### src/atcs_fix_note.sv
`timescale 1ns/1ps
`default_nettype none
`default_nettype wire

### src/atcs_pkg.sv
package atcs_pkg;
	localparam logic [7:0] ADDR_COUNT = 8'h00;
	localparam logic [7:0] ADDR_COMPARE = 8'h04;
	localparam logic [7:0] ADDR_CONTROL_A = 8'h08;
	localparam logic [7:0] ADDR_CONTROL_B = 8'h0C;
	localparam logic [7:0] ADDR_ASYNC_STATUS = 8'h10;
	localparam logic [7:0] ADDR_GEN_CTRL = 8'h14;
	localparam logic [7:0] ADDR_IRQ = 8'h18;
	localparam logic [7:0] ADDR_SLEEP = 8'h1C;
	localparam int NUM_SYNC = 3;
	localparam int IDX_COUNT = 0;
	localparam int IDX_COMPARE = 1;
	localparam int IDX_CONTROL = 2;
	localparam logic [7:0] SYNC_ADDR [NUM_SYNC] = '{ADDR_COUNT, ADDR_COMPARE,
		ADDR_CONTROL_A};
	localparam int ASR_ASYNC_BIT = 3;
	localparam int ASR_EXT_BIT = 4;
	localparam int GTC_PRESC_RST_BIT = 0;
	localparam int IRQ_CMP_EN_BIT = 0;
	localparam int IRQ_OVF_EN_BIT = 1;
	localparam int IRQ_CMP_FLAG_BIT = 8;
	localparam int IRQ_OVF_FLAG_BIT = 9;
	localparam int SLP_STALL_BIT = 2;
	localparam logic [7:0] CTLA_MASK = 8'hC3;
	localparam logic [1:0] WGM_CTC = 2'h2;
	localparam logic [1:0] COM_TOGGLE = 2'h1;
	localparam logic [1:0] COM_CLEAR = 2'h2;
	localparam logic [1:0] COM_SET = 2'h3;
	localparam logic [2:0] CS_STOP = 3'h0;
	localparam logic [2:0] CS_DIV1 = 3'h1;
	localparam logic [2:0] CS_DIV8 = 3'h2;
	localparam logic [2:0] CS_DIV32 = 3'h3;
	localparam logic [2:0] CS_DIV64 = 3'h4;
	localparam logic [2:0] CS_DIV128 = 3'h5;
	localparam logic [2:0] CS_DIV256 = 3'h6;
	localparam logic [2:0] CS_DIV1024 = 3'h7;
	localparam logic [9:0] PMASK_DIV8 = 10'h007;
	localparam logic [9:0] PMASK_DIV32 = 10'h01F;
	localparam logic [9:0] PMASK_DIV64 = 10'h03F;
	localparam logic [9:0] PMASK_DIV128 = 10'h07F;
	localparam logic [9:0] PMASK_DIV256 = 10'h0FF;
	localparam logic [9:0] PMASK_DIV1024 = 10'h3FF;
	localparam logic [1:0] SLP_NONE = 2'h0;
	localparam logic [1:0] SLP_IDLE = 2'h1;
	localparam logic [1:0] SLP_SAVE = 2'h2;
	localparam logic [1:0] SLP_DOWN = 2'h3;
	localparam logic [1:0] XFER_EDGES = 2'h2;
	localparam int FLAG_SYNC_CYCLES = 3;
	localparam logic [2:0] WAKE_STALL_CYCLES = 3'h4;
	localparam logic [7:0] COUNT_MAX = 8'hFF;
	localparam logic [7:0] REG8_RESET = 8'h00;
	typedef enum logic [1:0] {PWR_RUN, PWR_SLEEP, PWR_STALL} atcs_pwr_type;
endpackage

### src/atcs_sync.sv
`timescale 1ns/1ps
`default_nettype none
module atcs_sync (
	input wire logic i_clk,
	input wire logic i_rst,
	input wire logic i_async,
	output logic o_rise
);
	logic meta_reg;
	logic sync_reg;
	logic last_reg;

	always_ff @(posedge i_clk) begin
		if (i_rst) begin
			meta_reg <= 1'b0;
			sync_reg <= 1'b0;
			last_reg <= 1'b0;
		end else begin
			meta_reg <= i_async;
			sync_reg <= meta_reg;
			last_reg <= sync_reg;
		end
	end

	assign o_rise = sync_reg & ~last_reg;
endmodule
`default_nettype wire

### src/atcs_prescaler.sv
`timescale 1ns/1ps
`default_nettype none
module atcs_prescaler (
	input wire logic i_clk,
	input wire logic i_rst,
	input wire logic i_src_tick,
	input wire logic i_clear,
	input wire logic [2:0] i_sel,
	output logic o_tick
);
	logic [9:0] cnt_reg;
	logic [9:0] mask;

	always_ff @(posedge i_clk) begin
		if (i_rst || i_clear) begin
			cnt_reg <= 10'h000;
		end else if (i_src_tick) begin
			cnt_reg <= cnt_reg + 10'h001;
		end
	end

	always_comb begin
		mask = 10'h000;
		case (i_sel)
			atcs_pkg::CS_DIV8: mask = atcs_pkg::PMASK_DIV8;
			atcs_pkg::CS_DIV32: mask = atcs_pkg::PMASK_DIV32;
			atcs_pkg::CS_DIV64: mask = atcs_pkg::PMASK_DIV64;
			atcs_pkg::CS_DIV128: mask = atcs_pkg::PMASK_DIV128;
			atcs_pkg::CS_DIV256: mask = atcs_pkg::PMASK_DIV256;
			atcs_pkg::CS_DIV1024: mask = atcs_pkg::PMASK_DIV1024;
			default: mask = 10'h000;
		endcase
	end

	assign o_tick = (i_sel != atcs_pkg::CS_STOP) & i_src_tick &
		((cnt_reg & mask) == mask);
endmodule
`default_nettype wire

### src/atcs_top.sv
// The address map and register access over APB are this design's own decisions.
`timescale 1ns/1ps
`default_nettype none
module atcs_top (
	input wire logic I_CLK,
	input wire logic I_SYS_RST,
	input wire logic I_PSEL,
	input wire logic I_PENABLE,
	input wire logic I_PWRITE,
	input wire logic [7:0] I_PADDR,
	input wire logic [31:0] I_PWDATA,
	input wire logic I_ASYNC_OSC_CLK,
	input wire logic I_CRYSTAL_INPUT_PIN,
	input wire logic I_WAKE_PIN,
	output logic [31:0] O_PRDATA,
	output logic O_PREADY,
	output logic O_PSLVERR,
	output logic O_COMPARE_OUT,
	output logic O_OSC_ENABLE,
	output logic O_CPU_STALL,
	output logic O_TIMER_IRQ
);
	localparam int PW = atcs_pkg::FLAG_SYNC_CYCLES - 1;

	function automatic logic addr_known(input logic [7:0] a);
		case (a)
			atcs_pkg::ADDR_COUNT, atcs_pkg::ADDR_COMPARE,
			atcs_pkg::ADDR_CONTROL_A, atcs_pkg::ADDR_CONTROL_B,
			atcs_pkg::ADDR_ASYNC_STATUS, atcs_pkg::ADDR_GEN_CTRL,
			atcs_pkg::ADDR_IRQ, atcs_pkg::ADDR_SLEEP: addr_known = 1'b1;
			default: addr_known = 1'b0;
		endcase
	endfunction

	logic pready_reg;
	logic pslverr_reg;
	logic [31:0] prdata_reg;
	logic [31:0] rdata;
	logic acc;
	logic wr;
	logic osc_rise;
	logic pin_rise;
	logic wake_rise;
	logic async_sel_reg;
	logic ext_sel_reg;
	logic [2:0] cs_reg;
	logic presc_clear;
	logic presc_tick;
	logic src_edge;
	logic clk_on;
	logic lost;
	logic [7:0] hold_reg [atcs_pkg::NUM_SYNC];
	logic [1:0] edge_cnt_reg [atcs_pkg::NUM_SYNC];
	logic [atcs_pkg::NUM_SYNC-1:0] busy_reg;
	logic [atcs_pkg::NUM_SYNC-1:0] wr_sync;
	logic [atcs_pkg::NUM_SYNC-1:0] xfer_done;
	logic [7:0] count_reg;
	logic [7:0] compare_reg;
	logic [7:0] ctrl_a_reg;
	logic [7:0] count_read_reg;
	logic match;
	logic overflow;
	logic cmp_out_reg;
	logic [PW-1:0] cmp_pipe_reg;
	logic [PW-1:0] ovf_pipe_reg;
	logic [1:0] flags_reg;
	logic [1:0] en_reg;
	logic [1:0] flag_clr;
	logic irq_cond;
	logic armed_reg;
	logic wake_pend_reg;
	logic irq_reg;
	logic osc_en_reg;
	atcs_pkg::atcs_pwr_type state_reg;
	atcs_pkg::atcs_pwr_type state_next;
	logic [1:0] mode_reg;
	logic [2:0] stall_cnt_reg;
	logic stall_reg;
	logic io_active;

	assign acc = I_PSEL & I_PENABLE & pready_reg;
	assign wr = acc & I_PWRITE;

	atcs_sync u_osc_sync (
		.i_clk(I_CLK),
		.i_rst(I_SYS_RST),
		.i_async(I_ASYNC_OSC_CLK),
		.o_rise(osc_rise)
	);

	atcs_sync u_pin_sync (
		.i_clk(I_CLK),
		.i_rst(I_SYS_RST),
		.i_async(I_CRYSTAL_INPUT_PIN),
		.o_rise(pin_rise)
	);

	atcs_sync u_wake_sync (
		.i_clk(I_CLK),
		.i_rst(I_SYS_RST),
		.i_async(I_WAKE_PIN),
		.o_rise(wake_rise)
	);

	// APB slave with one wait state
	always_ff @(posedge I_CLK) begin
		if (I_SYS_RST) begin
			pready_reg <= 1'b0;
			pslverr_reg <= 1'b0;
			prdata_reg <= 32'h0000_0000;
		end else begin
			pready_reg <= I_PSEL & I_PENABLE & ~pready_reg;
			if (I_PSEL && I_PENABLE && !pready_reg) begin
				pslverr_reg <= ~addr_known(I_PADDR);
				prdata_reg <= I_PWRITE ? 32'h0000_0000 : rdata;
			end
		end
	end

	always_comb begin
		rdata = 32'h0000_0000;
		case (I_PADDR)
			atcs_pkg::ADDR_COUNT: rdata[7:0] = count_read_reg;
			atcs_pkg::ADDR_COMPARE: rdata[7:0] = compare_reg;
			atcs_pkg::ADDR_CONTROL_A: rdata[7:0] = ctrl_a_reg & atcs_pkg::CTLA_MASK;
			atcs_pkg::ADDR_CONTROL_B: rdata[2:0] = cs_reg;
			atcs_pkg::ADDR_ASYNC_STATUS: begin
				rdata[atcs_pkg::NUM_SYNC-1:0] = busy_reg;
				rdata[atcs_pkg::ASR_ASYNC_BIT] = async_sel_reg;
				rdata[atcs_pkg::ASR_EXT_BIT] = ext_sel_reg;
			end
			atcs_pkg::ADDR_IRQ: begin
				rdata[atcs_pkg::IRQ_CMP_EN_BIT] = en_reg[0];
				rdata[atcs_pkg::IRQ_OVF_EN_BIT] = en_reg[1];
				rdata[atcs_pkg::IRQ_CMP_FLAG_BIT] = flags_reg[0];
				rdata[atcs_pkg::IRQ_OVF_FLAG_BIT] = flags_reg[1];
			end
			atcs_pkg::ADDR_SLEEP: begin
				rdata[1:0] = mode_reg;
				rdata[atcs_pkg::SLP_STALL_BIT] = stall_reg;
			end
			default: rdata = 32'h0000_0000;
		endcase
	end

	// Clock source and prescaler control
	always_ff @(posedge I_CLK) begin
		if (I_SYS_RST) begin
			async_sel_reg <= 1'b0;
			ext_sel_reg <= 1'b0;
			cs_reg <= atcs_pkg::CS_STOP;
		end else begin
			if (wr && I_PADDR == atcs_pkg::ADDR_ASYNC_STATUS) begin
				async_sel_reg <= I_PWDATA[atcs_pkg::ASR_ASYNC_BIT];
				ext_sel_reg <= I_PWDATA[atcs_pkg::ASR_EXT_BIT];
			end
			if (wr && I_PADDR == atcs_pkg::ADDR_CONTROL_B) begin
				cs_reg <= I_PWDATA[2:0];
			end
		end
	end

	assign presc_clear = wr & (I_PADDR == atcs_pkg::ADDR_GEN_CTRL) &
		I_PWDATA[atcs_pkg::GTC_PRESC_RST_BIT];

	always_comb begin
		if (async_sel_reg) begin
			clk_on = !(state_reg == atcs_pkg::PWR_SLEEP &&
				mode_reg == atcs_pkg::SLP_DOWN);
			src_edge = clk_on & (ext_sel_reg ? pin_rise : osc_rise);
		end else begin
			clk_on = !(state_reg == atcs_pkg::PWR_SLEEP &&
				mode_reg != atcs_pkg::SLP_IDLE);
			src_edge = clk_on;
		end
	end

	atcs_prescaler u_presc (
		.i_clk(I_CLK),
		.i_rst(I_SYS_RST),
		.i_src_tick(src_edge),
		.i_clear(presc_clear),
		.i_sel(cs_reg),
		.o_tick(presc_tick)
	);

	assign lost = (state_reg == atcs_pkg::PWR_SLEEP) &&
		(mode_reg == atcs_pkg::SLP_DOWN) && wake_rise;

	// Holding registers and busy flags
	genvar gi;
	generate
		for (gi = 0; gi < atcs_pkg::NUM_SYNC; gi++) begin : g_sync
			assign wr_sync[gi] = wr & (I_PADDR == atcs_pkg::SYNC_ADDR[gi]);
			assign xfer_done[gi] = busy_reg[gi] & src_edge &
				(edge_cnt_reg[gi] == atcs_pkg::XFER_EDGES - 2'h1);
			always_ff @(posedge I_CLK) begin
				if (I_SYS_RST || lost) begin
					busy_reg[gi] <= 1'b0;
					edge_cnt_reg[gi] <= 2'h0;
					hold_reg[gi] <= atcs_pkg::REG8_RESET;
				end else if (wr_sync[gi]) begin
					busy_reg[gi] <= 1'b1;
					edge_cnt_reg[gi] <= 2'h0;
					hold_reg[gi] <= I_PWDATA[7:0];
				end else if (xfer_done[gi]) begin
					busy_reg[gi] <= 1'b0;
				end else if (busy_reg[gi] && src_edge) begin
					edge_cnt_reg[gi] <= edge_cnt_reg[gi] + 2'h1;
				end
			end
		end
	endgenerate

	assign match = presc_tick && (count_reg == compare_reg) &&
		!busy_reg[atcs_pkg::IDX_COUNT] && !busy_reg[atcs_pkg::IDX_COMPARE];
	assign overflow = presc_tick && (count_reg == atcs_pkg::COUNT_MAX);

	// Timer side registers
	always_ff @(posedge I_CLK) begin
		if (I_SYS_RST || lost) begin
			count_reg <= atcs_pkg::REG8_RESET;
			compare_reg <= atcs_pkg::REG8_RESET;
			ctrl_a_reg <= atcs_pkg::REG8_RESET;
		end else begin
			if (xfer_done[atcs_pkg::IDX_COUNT]) begin
				count_reg <= hold_reg[atcs_pkg::IDX_COUNT];
			end else if (match && ctrl_a_reg[1:0] == atcs_pkg::WGM_CTC) begin
				count_reg <= atcs_pkg::REG8_RESET;
			end else if (presc_tick) begin
				count_reg <= count_reg + 8'h01;
			end
			if (xfer_done[atcs_pkg::IDX_COMPARE]) begin
				compare_reg <= hold_reg[atcs_pkg::IDX_COMPARE];
			end
			if (xfer_done[atcs_pkg::IDX_CONTROL]) begin
				ctrl_a_reg <= hold_reg[atcs_pkg::IDX_CONTROL];
			end
		end
	end

	always_ff @(posedge I_CLK) begin
		if (I_SYS_RST || lost) begin
			cmp_out_reg <= 1'b0;
		end else if (match) begin
			case (ctrl_a_reg[7:6])
				atcs_pkg::COM_TOGGLE: cmp_out_reg <= ~cmp_out_reg;
				atcs_pkg::COM_CLEAR: cmp_out_reg <= 1'b0;
				atcs_pkg::COM_SET: cmp_out_reg <= 1'b1;
				default: cmp_out_reg <= cmp_out_reg;
			endcase
		end
	end

	assign io_active = (state_reg != atcs_pkg::PWR_SLEEP) ||
		(mode_reg == atcs_pkg::SLP_IDLE);
	always_ff @(posedge I_CLK) begin
		if (I_SYS_RST || lost) begin
			count_read_reg <= atcs_pkg::REG8_RESET;
		end else if (src_edge && io_active) begin
			count_read_reg <= count_reg;
		end
	end

	assign flag_clr[0] = wr & (I_PADDR == atcs_pkg::ADDR_IRQ) &
		I_PWDATA[atcs_pkg::IRQ_CMP_FLAG_BIT];
	assign flag_clr[1] = wr & (I_PADDR == atcs_pkg::ADDR_IRQ) &
		I_PWDATA[atcs_pkg::IRQ_OVF_FLAG_BIT];
	always_ff @(posedge I_CLK) begin
		if (I_SYS_RST) begin
			cmp_pipe_reg <= '0;
			ovf_pipe_reg <= '0;
			flags_reg <= 2'h0;
			en_reg <= 2'h0;
		end else begin
			cmp_pipe_reg <= {cmp_pipe_reg[PW-2:0], match};
			ovf_pipe_reg <= {ovf_pipe_reg[PW-2:0], overflow};
			flags_reg <= (flags_reg & ~flag_clr) |
				{ovf_pipe_reg[PW-1], cmp_pipe_reg[PW-1]};
			if (wr && I_PADDR == atcs_pkg::ADDR_IRQ) begin
				en_reg[0] <= I_PWDATA[atcs_pkg::IRQ_CMP_EN_BIT];
				en_reg[1] <= I_PWDATA[atcs_pkg::IRQ_OVF_EN_BIT];
			end
		end
	end
	assign irq_cond = |(flags_reg & en_reg);

	// Power state machine
	always_comb begin
		state_next = state_reg;
		case (state_reg)
			atcs_pkg::PWR_RUN: begin
				if (wr && I_PADDR == atcs_pkg::ADDR_SLEEP &&
					I_PWDATA[1:0] != atcs_pkg::SLP_NONE) begin
					state_next = atcs_pkg::PWR_SLEEP;
				end
			end
			atcs_pkg::PWR_SLEEP: begin
				if (wake_rise || (wake_pend_reg && src_edge)) begin
					state_next = atcs_pkg::PWR_STALL;
				end
			end
			atcs_pkg::PWR_STALL: begin
				if (stall_cnt_reg == atcs_pkg::WAKE_STALL_CYCLES - 3'h1) begin
					state_next = atcs_pkg::PWR_RUN;
				end
			end
			default: state_next = atcs_pkg::PWR_RUN;
		endcase
	end

	always_ff @(posedge I_CLK) begin
		if (I_SYS_RST) begin
			state_reg <= atcs_pkg::PWR_RUN;
			mode_reg <= atcs_pkg::SLP_NONE;
			stall_cnt_reg <= 3'h0;
			stall_reg <= 1'b0;
		end else begin
			state_reg <= state_next;
			stall_reg <= state_next != atcs_pkg::PWR_RUN;
			if (state_reg == atcs_pkg::PWR_RUN &&
				state_next == atcs_pkg::PWR_SLEEP) begin
				mode_reg <= I_PWDATA[1:0];
			end else if (state_next == atcs_pkg::PWR_RUN) begin
				mode_reg <= atcs_pkg::SLP_NONE;
			end
			if (state_reg == atcs_pkg::PWR_STALL) begin
				stall_cnt_reg <= stall_cnt_reg + 3'h1;
			end else begin
				stall_cnt_reg <= 3'h0;
			end
		end
	end

	always_ff @(posedge I_CLK) begin
		if (I_SYS_RST) begin
			armed_reg <= 1'b1;
			wake_pend_reg <= 1'b0;
		end else begin
			if (state_reg == atcs_pkg::PWR_SLEEP &&
				state_next == atcs_pkg::PWR_STALL) begin
				armed_reg <= 1'b0;
			end else if (src_edge) begin
				armed_reg <= 1'b1;
			end
			if (state_reg != atcs_pkg::PWR_SLEEP) begin
				wake_pend_reg <= 1'b0;
			end else if (irq_cond && armed_reg &&
				mode_reg != atcs_pkg::SLP_DOWN) begin
				wake_pend_reg <= 1'b1;
			end
		end
	end

	always_ff @(posedge I_CLK) begin
		if (I_SYS_RST) begin
			osc_en_reg <= 1'b0;
			irq_reg <= 1'b0;
		end else begin
			osc_en_reg <= async_sel_reg && !(state_next == atcs_pkg::PWR_SLEEP &&
				(state_reg == atcs_pkg::PWR_SLEEP ? mode_reg : I_PWDATA[1:0]) ==
				atcs_pkg::SLP_DOWN);
			irq_reg <= irq_cond & armed_reg;
		end
	end

	assign O_PRDATA = prdata_reg;
	assign O_PREADY = pready_reg;
	assign O_PSLVERR = pslverr_reg;
	assign O_COMPARE_OUT = cmp_out_reg;
	assign O_OSC_ENABLE = osc_en_reg;
	assign O_CPU_STALL = stall_reg;
	assign O_TIMER_IRQ = irq_reg;
endmodule
`default_nettype wire

### config.mk
export PLATFORM = sky130hd
export DESIGN_NAME = atcs_top
export DESIGN_NICKNAME = d
export VERILOG_FILES = /design/src/atcs_fix_note.sv /design/src/atcs_pkg.sv /design/src/atcs_sync.sv /design/src/atcs_prescaler.sv /design/src/atcs_top.sv
export SDC_FILE = /design/constraint.sdc
export NUM_CORES = 1
export LEC_CHECK = 0
export BUFFER_PORTS_ARGS = -buffer_cell sky130_fd_sc_hd__buf_2
export CELL_PAD_IN_SITES_DETAIL_PLACEMENT = 1
export CELL_PAD_IN_SITES_GLOBAL_PLACEMENT = 2
export CORE_MARGIN = 2
export CORE_UTILIZATION = 32
export CTS_CLUSTER_SIZE = 25
export DETAILED_ROUTE_END_ITERATION = 8
export PLACE_DENSITY_LB_ADDON = 0.08
export REMOVE_ABC_BUFFERS = 1
export SLEW_MARGIN = 30
export SYNTH_ARGS = -nofsm -noshare
export SYNTH_HDL_FRONTEND = slang
export SYNTH_HIERARCHICAL = 1
export SYNTH_SLANG_ARGS = --single-unit
### constraint.sdc
create_clock -name I_CLK -period 3 [get_ports I_CLK]
set_input_delay 0.75 -clock I_CLK [delete_from_list [all_inputs] [get_ports I_CLK]]
set_output_delay 0.75 -clock I_CLK [all_outputs]
set_load 0.01 [all_outputs]
Word-level counts from Yosys, hierarchy flattened

Memories as Yosys holds them, arrays and structs flattened. A register that Yosys moved wholly into a read port is not among the register bits.
Index checks and enable logic that the tools add are counted.

Flip-flop bits (word level): 98
Bits in latches: 0
Memory bits (writable): 30
Bits in read-only memories: 32
Output and inout port bits: 38
Word-level logic and storage cells: 243
Memories kept: 3

Memory list:

| name            | words | bits a word | read ports | clocked after memory_dff | wr ports | line           | source |
|---|---|---|---|---|---|---|---|
| (no name shown) | 32    | 1           | 1          | 0                        | 0        | atcs_top.sv:26 | `case (a)` |
| hold_reg        | 3     | 8           | 3          | 2                        | 3        | atcs_top.sv:52 | `logic [7:0] hold_reg [atcs_pkg::NUM_SYNC];` |
| edge_cnt_reg    | 3     | 2           | 3          | 0                        | 3        | atcs_top.sv:53 | `logic [1:0] edge_cnt_reg [atcs_pkg::NUM_SYNC];` |

Add/sub/neg operators: 6
Multipliers: 0
Divide/modulo/power cells: 0
$lt $le $gt $ge: 0
Equal/unequal tests: 34
Shift operators: 0
Mux-type cells: 66
Bitwise logic cells: 46
Reductions and logical operators: 54

Operators by type and width:

| kind                  | number |
|---|---|
| $pmux 10 s6           | 1 |
| $mux 8                | 6 |
| $mux 1                | 39 |
| $eq 8x5->1 const B    | 4 |
| $logic_and 1x1->1     | 26 |
| $mux 2                | 13 |
| $and 1x1->1           | 25 |
| $eq 8x4->1 const B    | 2 |
| $eq 2x1->1 const B    | 7 |
| $eq 2x2->1 const B    | 7 |
| $pmux 2 s7            | 1 |
| $reduce_bool 2->1     | 7 |
| $eq 3x3->1 const B    | 4 |
| $pmux 2 s3            | 2 |
| $add 10x1->10 const B | 1 |
| $and 10x10->10        | 1 |
| $eq 10x10->1          | 1 |
| $mux 10               | 1 |
| $eq 3x2->1 const B    | 3 |
| $or 1x1->1            | 9 |
| $pmux 3 s3            | 1 |
| $reduce_bool 3->1     | 3 |
| $add 8x1->8 const B   | 1 |
| $eq 8x3->1 const B    | 1 |
| other kinds (19)      | 40 |

Logic depth before layout (Yosys ltp)

Depth after elaboration: 13
Depth in mapped cells: 14
Depth with buffers taken out: 12

Hierarchy

Netlist, hierarchy kept.

Modules (own cells, without submodules):

| module         | instances | cells each | area an instance (um^2) | sequential area each (um^2) |
|---|---|---|---|---|
| atcs_top       | 1         | 464        | 4539.4                  | 2162.1 |
| atcs_prescaler | 1         | 61         | 526.8                   | 200.2 |
| atcs_sync      | 3         | 7          | 87.6                    | 60.1 |

Worst setup path after synthesis

Ideal clock, no wire load.

Path type: reg2reg
Start: register state_reg[1]
End: register count_reg[6]
Setup time: 132 ps
Data arrival time: 3054 ps
Data required time: 2868 ps
Path slack: -187 ps
Cell stages (with the launch flop): 15
Buffers on the path: 4
Clock period less this slack: 3187 ps
Cells stage by stage: dfxtp_1 > nand2b_1 > clkbuf_1 > a21o_1 > and2_1 > buf_2 > buf_4 > o31ai_1 > a41o_1 > a211oi_1 > nor4b_1 > or4b_1 > buf_2 > nand3_1 > a21oi_1

Cells in the longest elaborated chain, start to end: 13
Elaborated cells between the ends (all ways): 20
Classes of those cells: eq/ne: 1; mux: 3; bitwise: 5; reduce/logical: 11

RTL lines:

| item                           | line                             | source |
|---|---|---|
| from (decl)                    | atcs_top.sv:74                   | `atcs_pkg::atcs_pwr_type state_reg;` |
| from (signal assigned)         | atcs_top.sv:314                  | `state_reg <= atcs_pkg::PWR_RUN;` |
| from (signal assigned)         | atcs_top.sv:319                  | `state_reg <= state_next;` |
| $eq 2x1->1 (*)                 | atcs_top.sv:168, atcs_top.sv:172 |  |
| $logic_and 1x1->1              | atcs_top.sv:168                  | `clk_on = !(state_reg == atcs_pkg::PWR_SLEEP &&` |
| $logic_not 1->1                | atcs_top.sv:168                  |  |
| $and 1x1->1                    | atcs_top.sv:170                  | `src_edge = clk_on & (ext_sel_reg ? pin_rise : osc_rise);` |
| $mux 1 (*)                     | atcs_top.sv:167                  | `if (async_sel_reg) begin` |
| via src_edge                   | atcs_top.sv:49                   | `logic src_edge;` |
| $and 1x1->1 (*) (2 in a row)   | atcs_prescaler.sv:35             | `assign o_tick = (i_sel != atcs_pkg::CS_STOP) & i_src_tick &` |
| via presc_tick                 | atcs_top.sv:48                   | `logic presc_tick;` |
| $logic_and 1x1->1 (2 in a row) | atcs_top.sv:215                  | `assign match = presc_tick && (count_reg == compare_reg) &&` |
| $logic_and 1x1->1              | atcs_top.sv:216                  | `!busy_reg[atcs_pkg::IDX_COUNT] && !busy_reg[atcs_pkg::IDX_COMPARE];` |
| $logic_and 1x1->1              | atcs_top.sv:228                  | `end else if (match && ctrl_a_reg[1:0] == atcs_pkg::WGM_CTC) begin` |
| $mux 8                         | atcs_top.sv:228                  |  |
| $mux 8                         | atcs_top.sv:226                  | `if (xfer_done[atcs_pkg::IDX_COUNT]) begin` |
| to (signal assigned)           | atcs_top.sv:227                  | `count_reg <= hold_reg[atcs_pkg::IDX_COUNT];` |
| to (signal assigned)           | atcs_top.sv:229                  | `count_reg <= atcs_pkg::REG8_RESET;` |
| to (signal assigned)           | atcs_top.sv:231                  | `count_reg <= count_reg + 8'h01;` |
| to (decl)                      | atcs_top.sv:57                   | `logic [7:0] count_reg;` |

The timed path passes the listed nets; every way through them passes the cells marked *.
A chain may end at the register's enable or synchronous reset.

Worst setup path after layout

Start: register u_osc_sync.sync_reg
End: register count_reg[7]

Cells in the longest elaborated chain, start to end: 12
Elaborated cells between the ends (all ways): 15
Classes of those cells: mux: 4; bitwise: 6; reduce/logical: 5

RTL lines:

| item                           | line                 | source |
|---|---|---|
| from (decl)                    | atcs_sync.sv:10      | `logic sync_reg;` |
| from (signal assigned)         | atcs_sync.sv:20      | `sync_reg <= meta_reg;` |
| $and 1x1->1 (*)                | atcs_sync.sv:25      | `assign o_rise = sync_reg & ~last_reg;` |
| via osc_rise                   | atcs_top.sv:41       | `logic osc_rise;` |
| $mux 1 (*)                     | atcs_top.sv:170      |  |
| $and 1x1->1 (*)                | atcs_top.sv:170      |  |
| $mux 1 (*)                     | atcs_top.sv:167      |  |
| $and 1x1->1 (*) (2 in a row)   | atcs_prescaler.sv:35 |  |
| via presc_tick                 | atcs_top.sv:48       |  |
| $logic_and 1x1->1 (2 in a row) | atcs_top.sv:215      |  |
| $logic_and 1x1->1              | atcs_top.sv:216      |  |
| $logic_and 1x1->1              | atcs_top.sv:228      |  |
| $mux 8                         | atcs_top.sv:228      |  |
| $mux 8                         | atcs_top.sv:226      |  |

Marks and branches as above.

==> results.toml <==
[finish]
regArea_mm2 = 0.00254
diodes = 0
final_common_cell = "dfxtp_1"
final_nets = 659
largest_reg_flops = 20
drive_gt1_share_pct = 19.8
multi_input_area_mm2 = 0.00255
filler_cell_count = 1863
final_cell_mix = "dfxtp_1 (88), nor2_1 (60), buf_2 (41)"
syn2layout_area_growth_pct = 19.7

[synthesis]
ys_warn_count = 6
ys_seq_area_share_pct = 47.7
synth_seq_cells = 114
syn_avg_cell_area_um2 = 9.76
synth_edf_count = 26
synthFlopType = "dfxtp_1"
syn_area_mm2 = 0.00533
synth_cells = 546
ys_async_sr_fraction_pct = 0
yosysUniqueCellTypes = 67

[drt]
ant_nets = 0
viasPerCell = 4.91
first_pass_iters = 5
vias = 4107
routed_wl_mm = 15.0
wire_per_inst_um = 18.0
drc_errors = 0
drtIter0Drc = 144

[run]
max-cap-violations = 0

[clock_network]
h-tree-depth = 4
cts_tree = "done"
clock_latency_ns = 0.42
clock_sinks = 114
cts-buffers-inserted = 17
cts_buffer_depth = 2
clk_pin_slew_worst_paths_ns = 0.05
clockRootBuffer = "clkbuf_16"

[critical_path]
endpoint_kind = "flip-flop"
critical_path_class = "reg2reg"
required_ns = 3.28
start_kind = "flip-flop"
worst_ep_arrival_time_ns = 3.02
r2r_slack_ns = 0.26
worstPathMaxFanout = 8

[pwr]
p_per_area_mw_per_mm2 = 579
total_power_w = 0.00370
power_frac_comb_pct = 4.1
clkPwrFrac_pct = 52.5
seqPwrFrac_pct = 43.4
swShare_pct = 22.3
ir_drop_uv = 373
power.switching_w = 0.000825
p_leak_nw = 2.70
p_int_w = 0.00287

[worst_hold_path]
hp-class = "reg2reg"

[place]
place_ws_ns = 0.188
portBuffers = 41
gp_congestion = 0.742
place_hpwl_mm = 11.0

[sta]
max-slew-margin-rel_pct = 44.5
setup_violations = 0
worst_pin_slew_ns = 0.832
hold_viol = 0
worst_slack_ns = 0.261
min_period_over_period_pct = 91.3
clock_skew_ns = 0.0196
fin_crit_ns = 2.74
clock.fmax_mhz = 365
holdWs_ns = 0.438
drv_slew = 0

[global_routing]
track_usage_pct = 18.0
grt_antenna_before_repair = 0
grt_overflow_total = 0
grt_pass1_wl_mm = 24.1
grt_pass1_vias = 4332
grt_max_degree = 37

[floorplanning]
die_w_um = 133
start_util_pct = 32.5
placementRows = 47
fp.dieH_um = 133
dieArea_mm2 = 0.0177
ios = 86
coreArea_mm2 = 0.0164

[run_status]
status = "completed"
logic make-up (layout without fill, tap and decap cells):
family	Yosys count	after routing	share of synthesized area (%)
AND/OR/NAND/NOR	226	226	23.9
flip-flops	114	114	47.7
AO/OA/AOI/OAI	85	85	10.6
buffers and inverters	59	109	5.96
multiplexers	36	36	7.16
XOR/XNOR	18	18	2.96
adder cells (fa/ha/maj)	7	7	1.64
other	1	22	0.0704
what timing repair did:
item	4_1_cts	5_1_grt
endpoints found under the setup margin	0	8
hold buffers	0	0
setup buffers	0	2
gates resized for setup	0	1
metal layers:
layer / up-vias / wire length [um] / global-route usage, %
li1: 2020 / - / -
met1: 2008 / 6890 / 23.1
met2: 70 / 7560 / 29.9
met3: 9 / 460 / 4.67
met4: 0 / 127 / 5.14
met5: - / 0 / 0
synthesized netlist by cell type, types with 4 or more instances:
cell type / count / area (um^2)
mux2i_1: 31 / 310
mux2_2: 4 / 45.0
xnor2_1: 11 / 96.3
a22oi_1: 11 / 82.6
or4_1: 4 / 30.0
edfxtp_1: 26 / 781
nor2b_1: 14 / 87.6
o31ai_1: 4 / 30.0
nor2_1: 60 / 225
ha_1: 7 / 87.6
and3_1: 9 / 56.3
inv_1: 13 / 48.8
nand3_1: 19 / 95.1
nand2_1: 38 / 143
and2_1: 23 / 144
buf_2: 8 / 40.0
nand3b_1: 5 / 37.5
buf_4: 23 / 173
a21oi_1: 29 / 145
a22o_1: 5 / 43.8
dfxtp_1: 88 / 1760
clkbuf_1: 14 / 52.6
nand2b_1: 4 / 25.0
xor2_1: 7 / 61.3
a31oi_1: 5 / 31.3
nor3_1: 6 / 30.0
nand4_1: 8 / 50.1
o21ai_0: 9 / 45.0
worst max-delay path, cell delays in order, from the launching register on:
cell and delay (ns):
dfxtp_1 0.32, nor2b_2 0.14, mux2i_1 0.12, nand2_1 0.11, and2_1 0.15, o31ai_1 0.07, a41o_1 0.21, a211oi_1 0.20
buf_4 0.20, nor4b_2 0.22, or4b_1 0.49, buf_4 0.19, nand3_1 0.09, a21oi_1 0.07
power groups by stage:
| stage | Sequential (W) | Clock [W] | Combinational, W |
|---|---|---|---|
| 2_1_floorplan | 0.00163 | 0 | 0.0000703 |
| 3_3_place_gp | 0.00163 | 0 | 0.000151 |
| 3_5_place_dp | 0.00163 | 0 | 0.000154 |
| 4_1_cts | 0.00160 | 0.00199 | 0.000154 |
| 5_1_grt | 0.00160 | 0.00207 | 0.000169 |
| 6_report | 0.00160 | 0.00194 | 0.000153 |
layout make-up:
type | count | area share [%]
Inverter | 13 | 0.765
Multi-Input combinational cell | 394 | 40.0
Clock buffer | 23 | 8.34
Tap cell | 220 | 4.32
Sequential cell | 114 | 39.9
Clock inverter | 9 | 0.746
Timing Repair Buffer | 64 | 5.93
metrics by stage:
step	std cells	instance area (um^2)	utilization (%)	TNS [ns]
5_1_grt	837	6380	38.9	-0.0361
2_1_floorplan	521	5140	-	-1.37
6_report	837	6380	38.9	0
4_1_cts	835	6360	38.7	0
3_3_place_gp	803	5780	35.2	0
3_5_place_dp	803	5780	35.2	0
worst paths after layout:
path | from | to | cells past startpoint
worst min-delay path | u_wake_sync/meta_reg | u_wake_sync/sync_reg | 1
worst max-delay path | u_osc_sync/sync_reg | count_reg[7] | 13
worst max register to register | u_osc_sync/sync_reg | count_reg[7] | 13
worst min register to register | u_wake_sync/meta_reg | u_wake_sync/sync_reg | 1
Power figures use the tool's default switching activity.
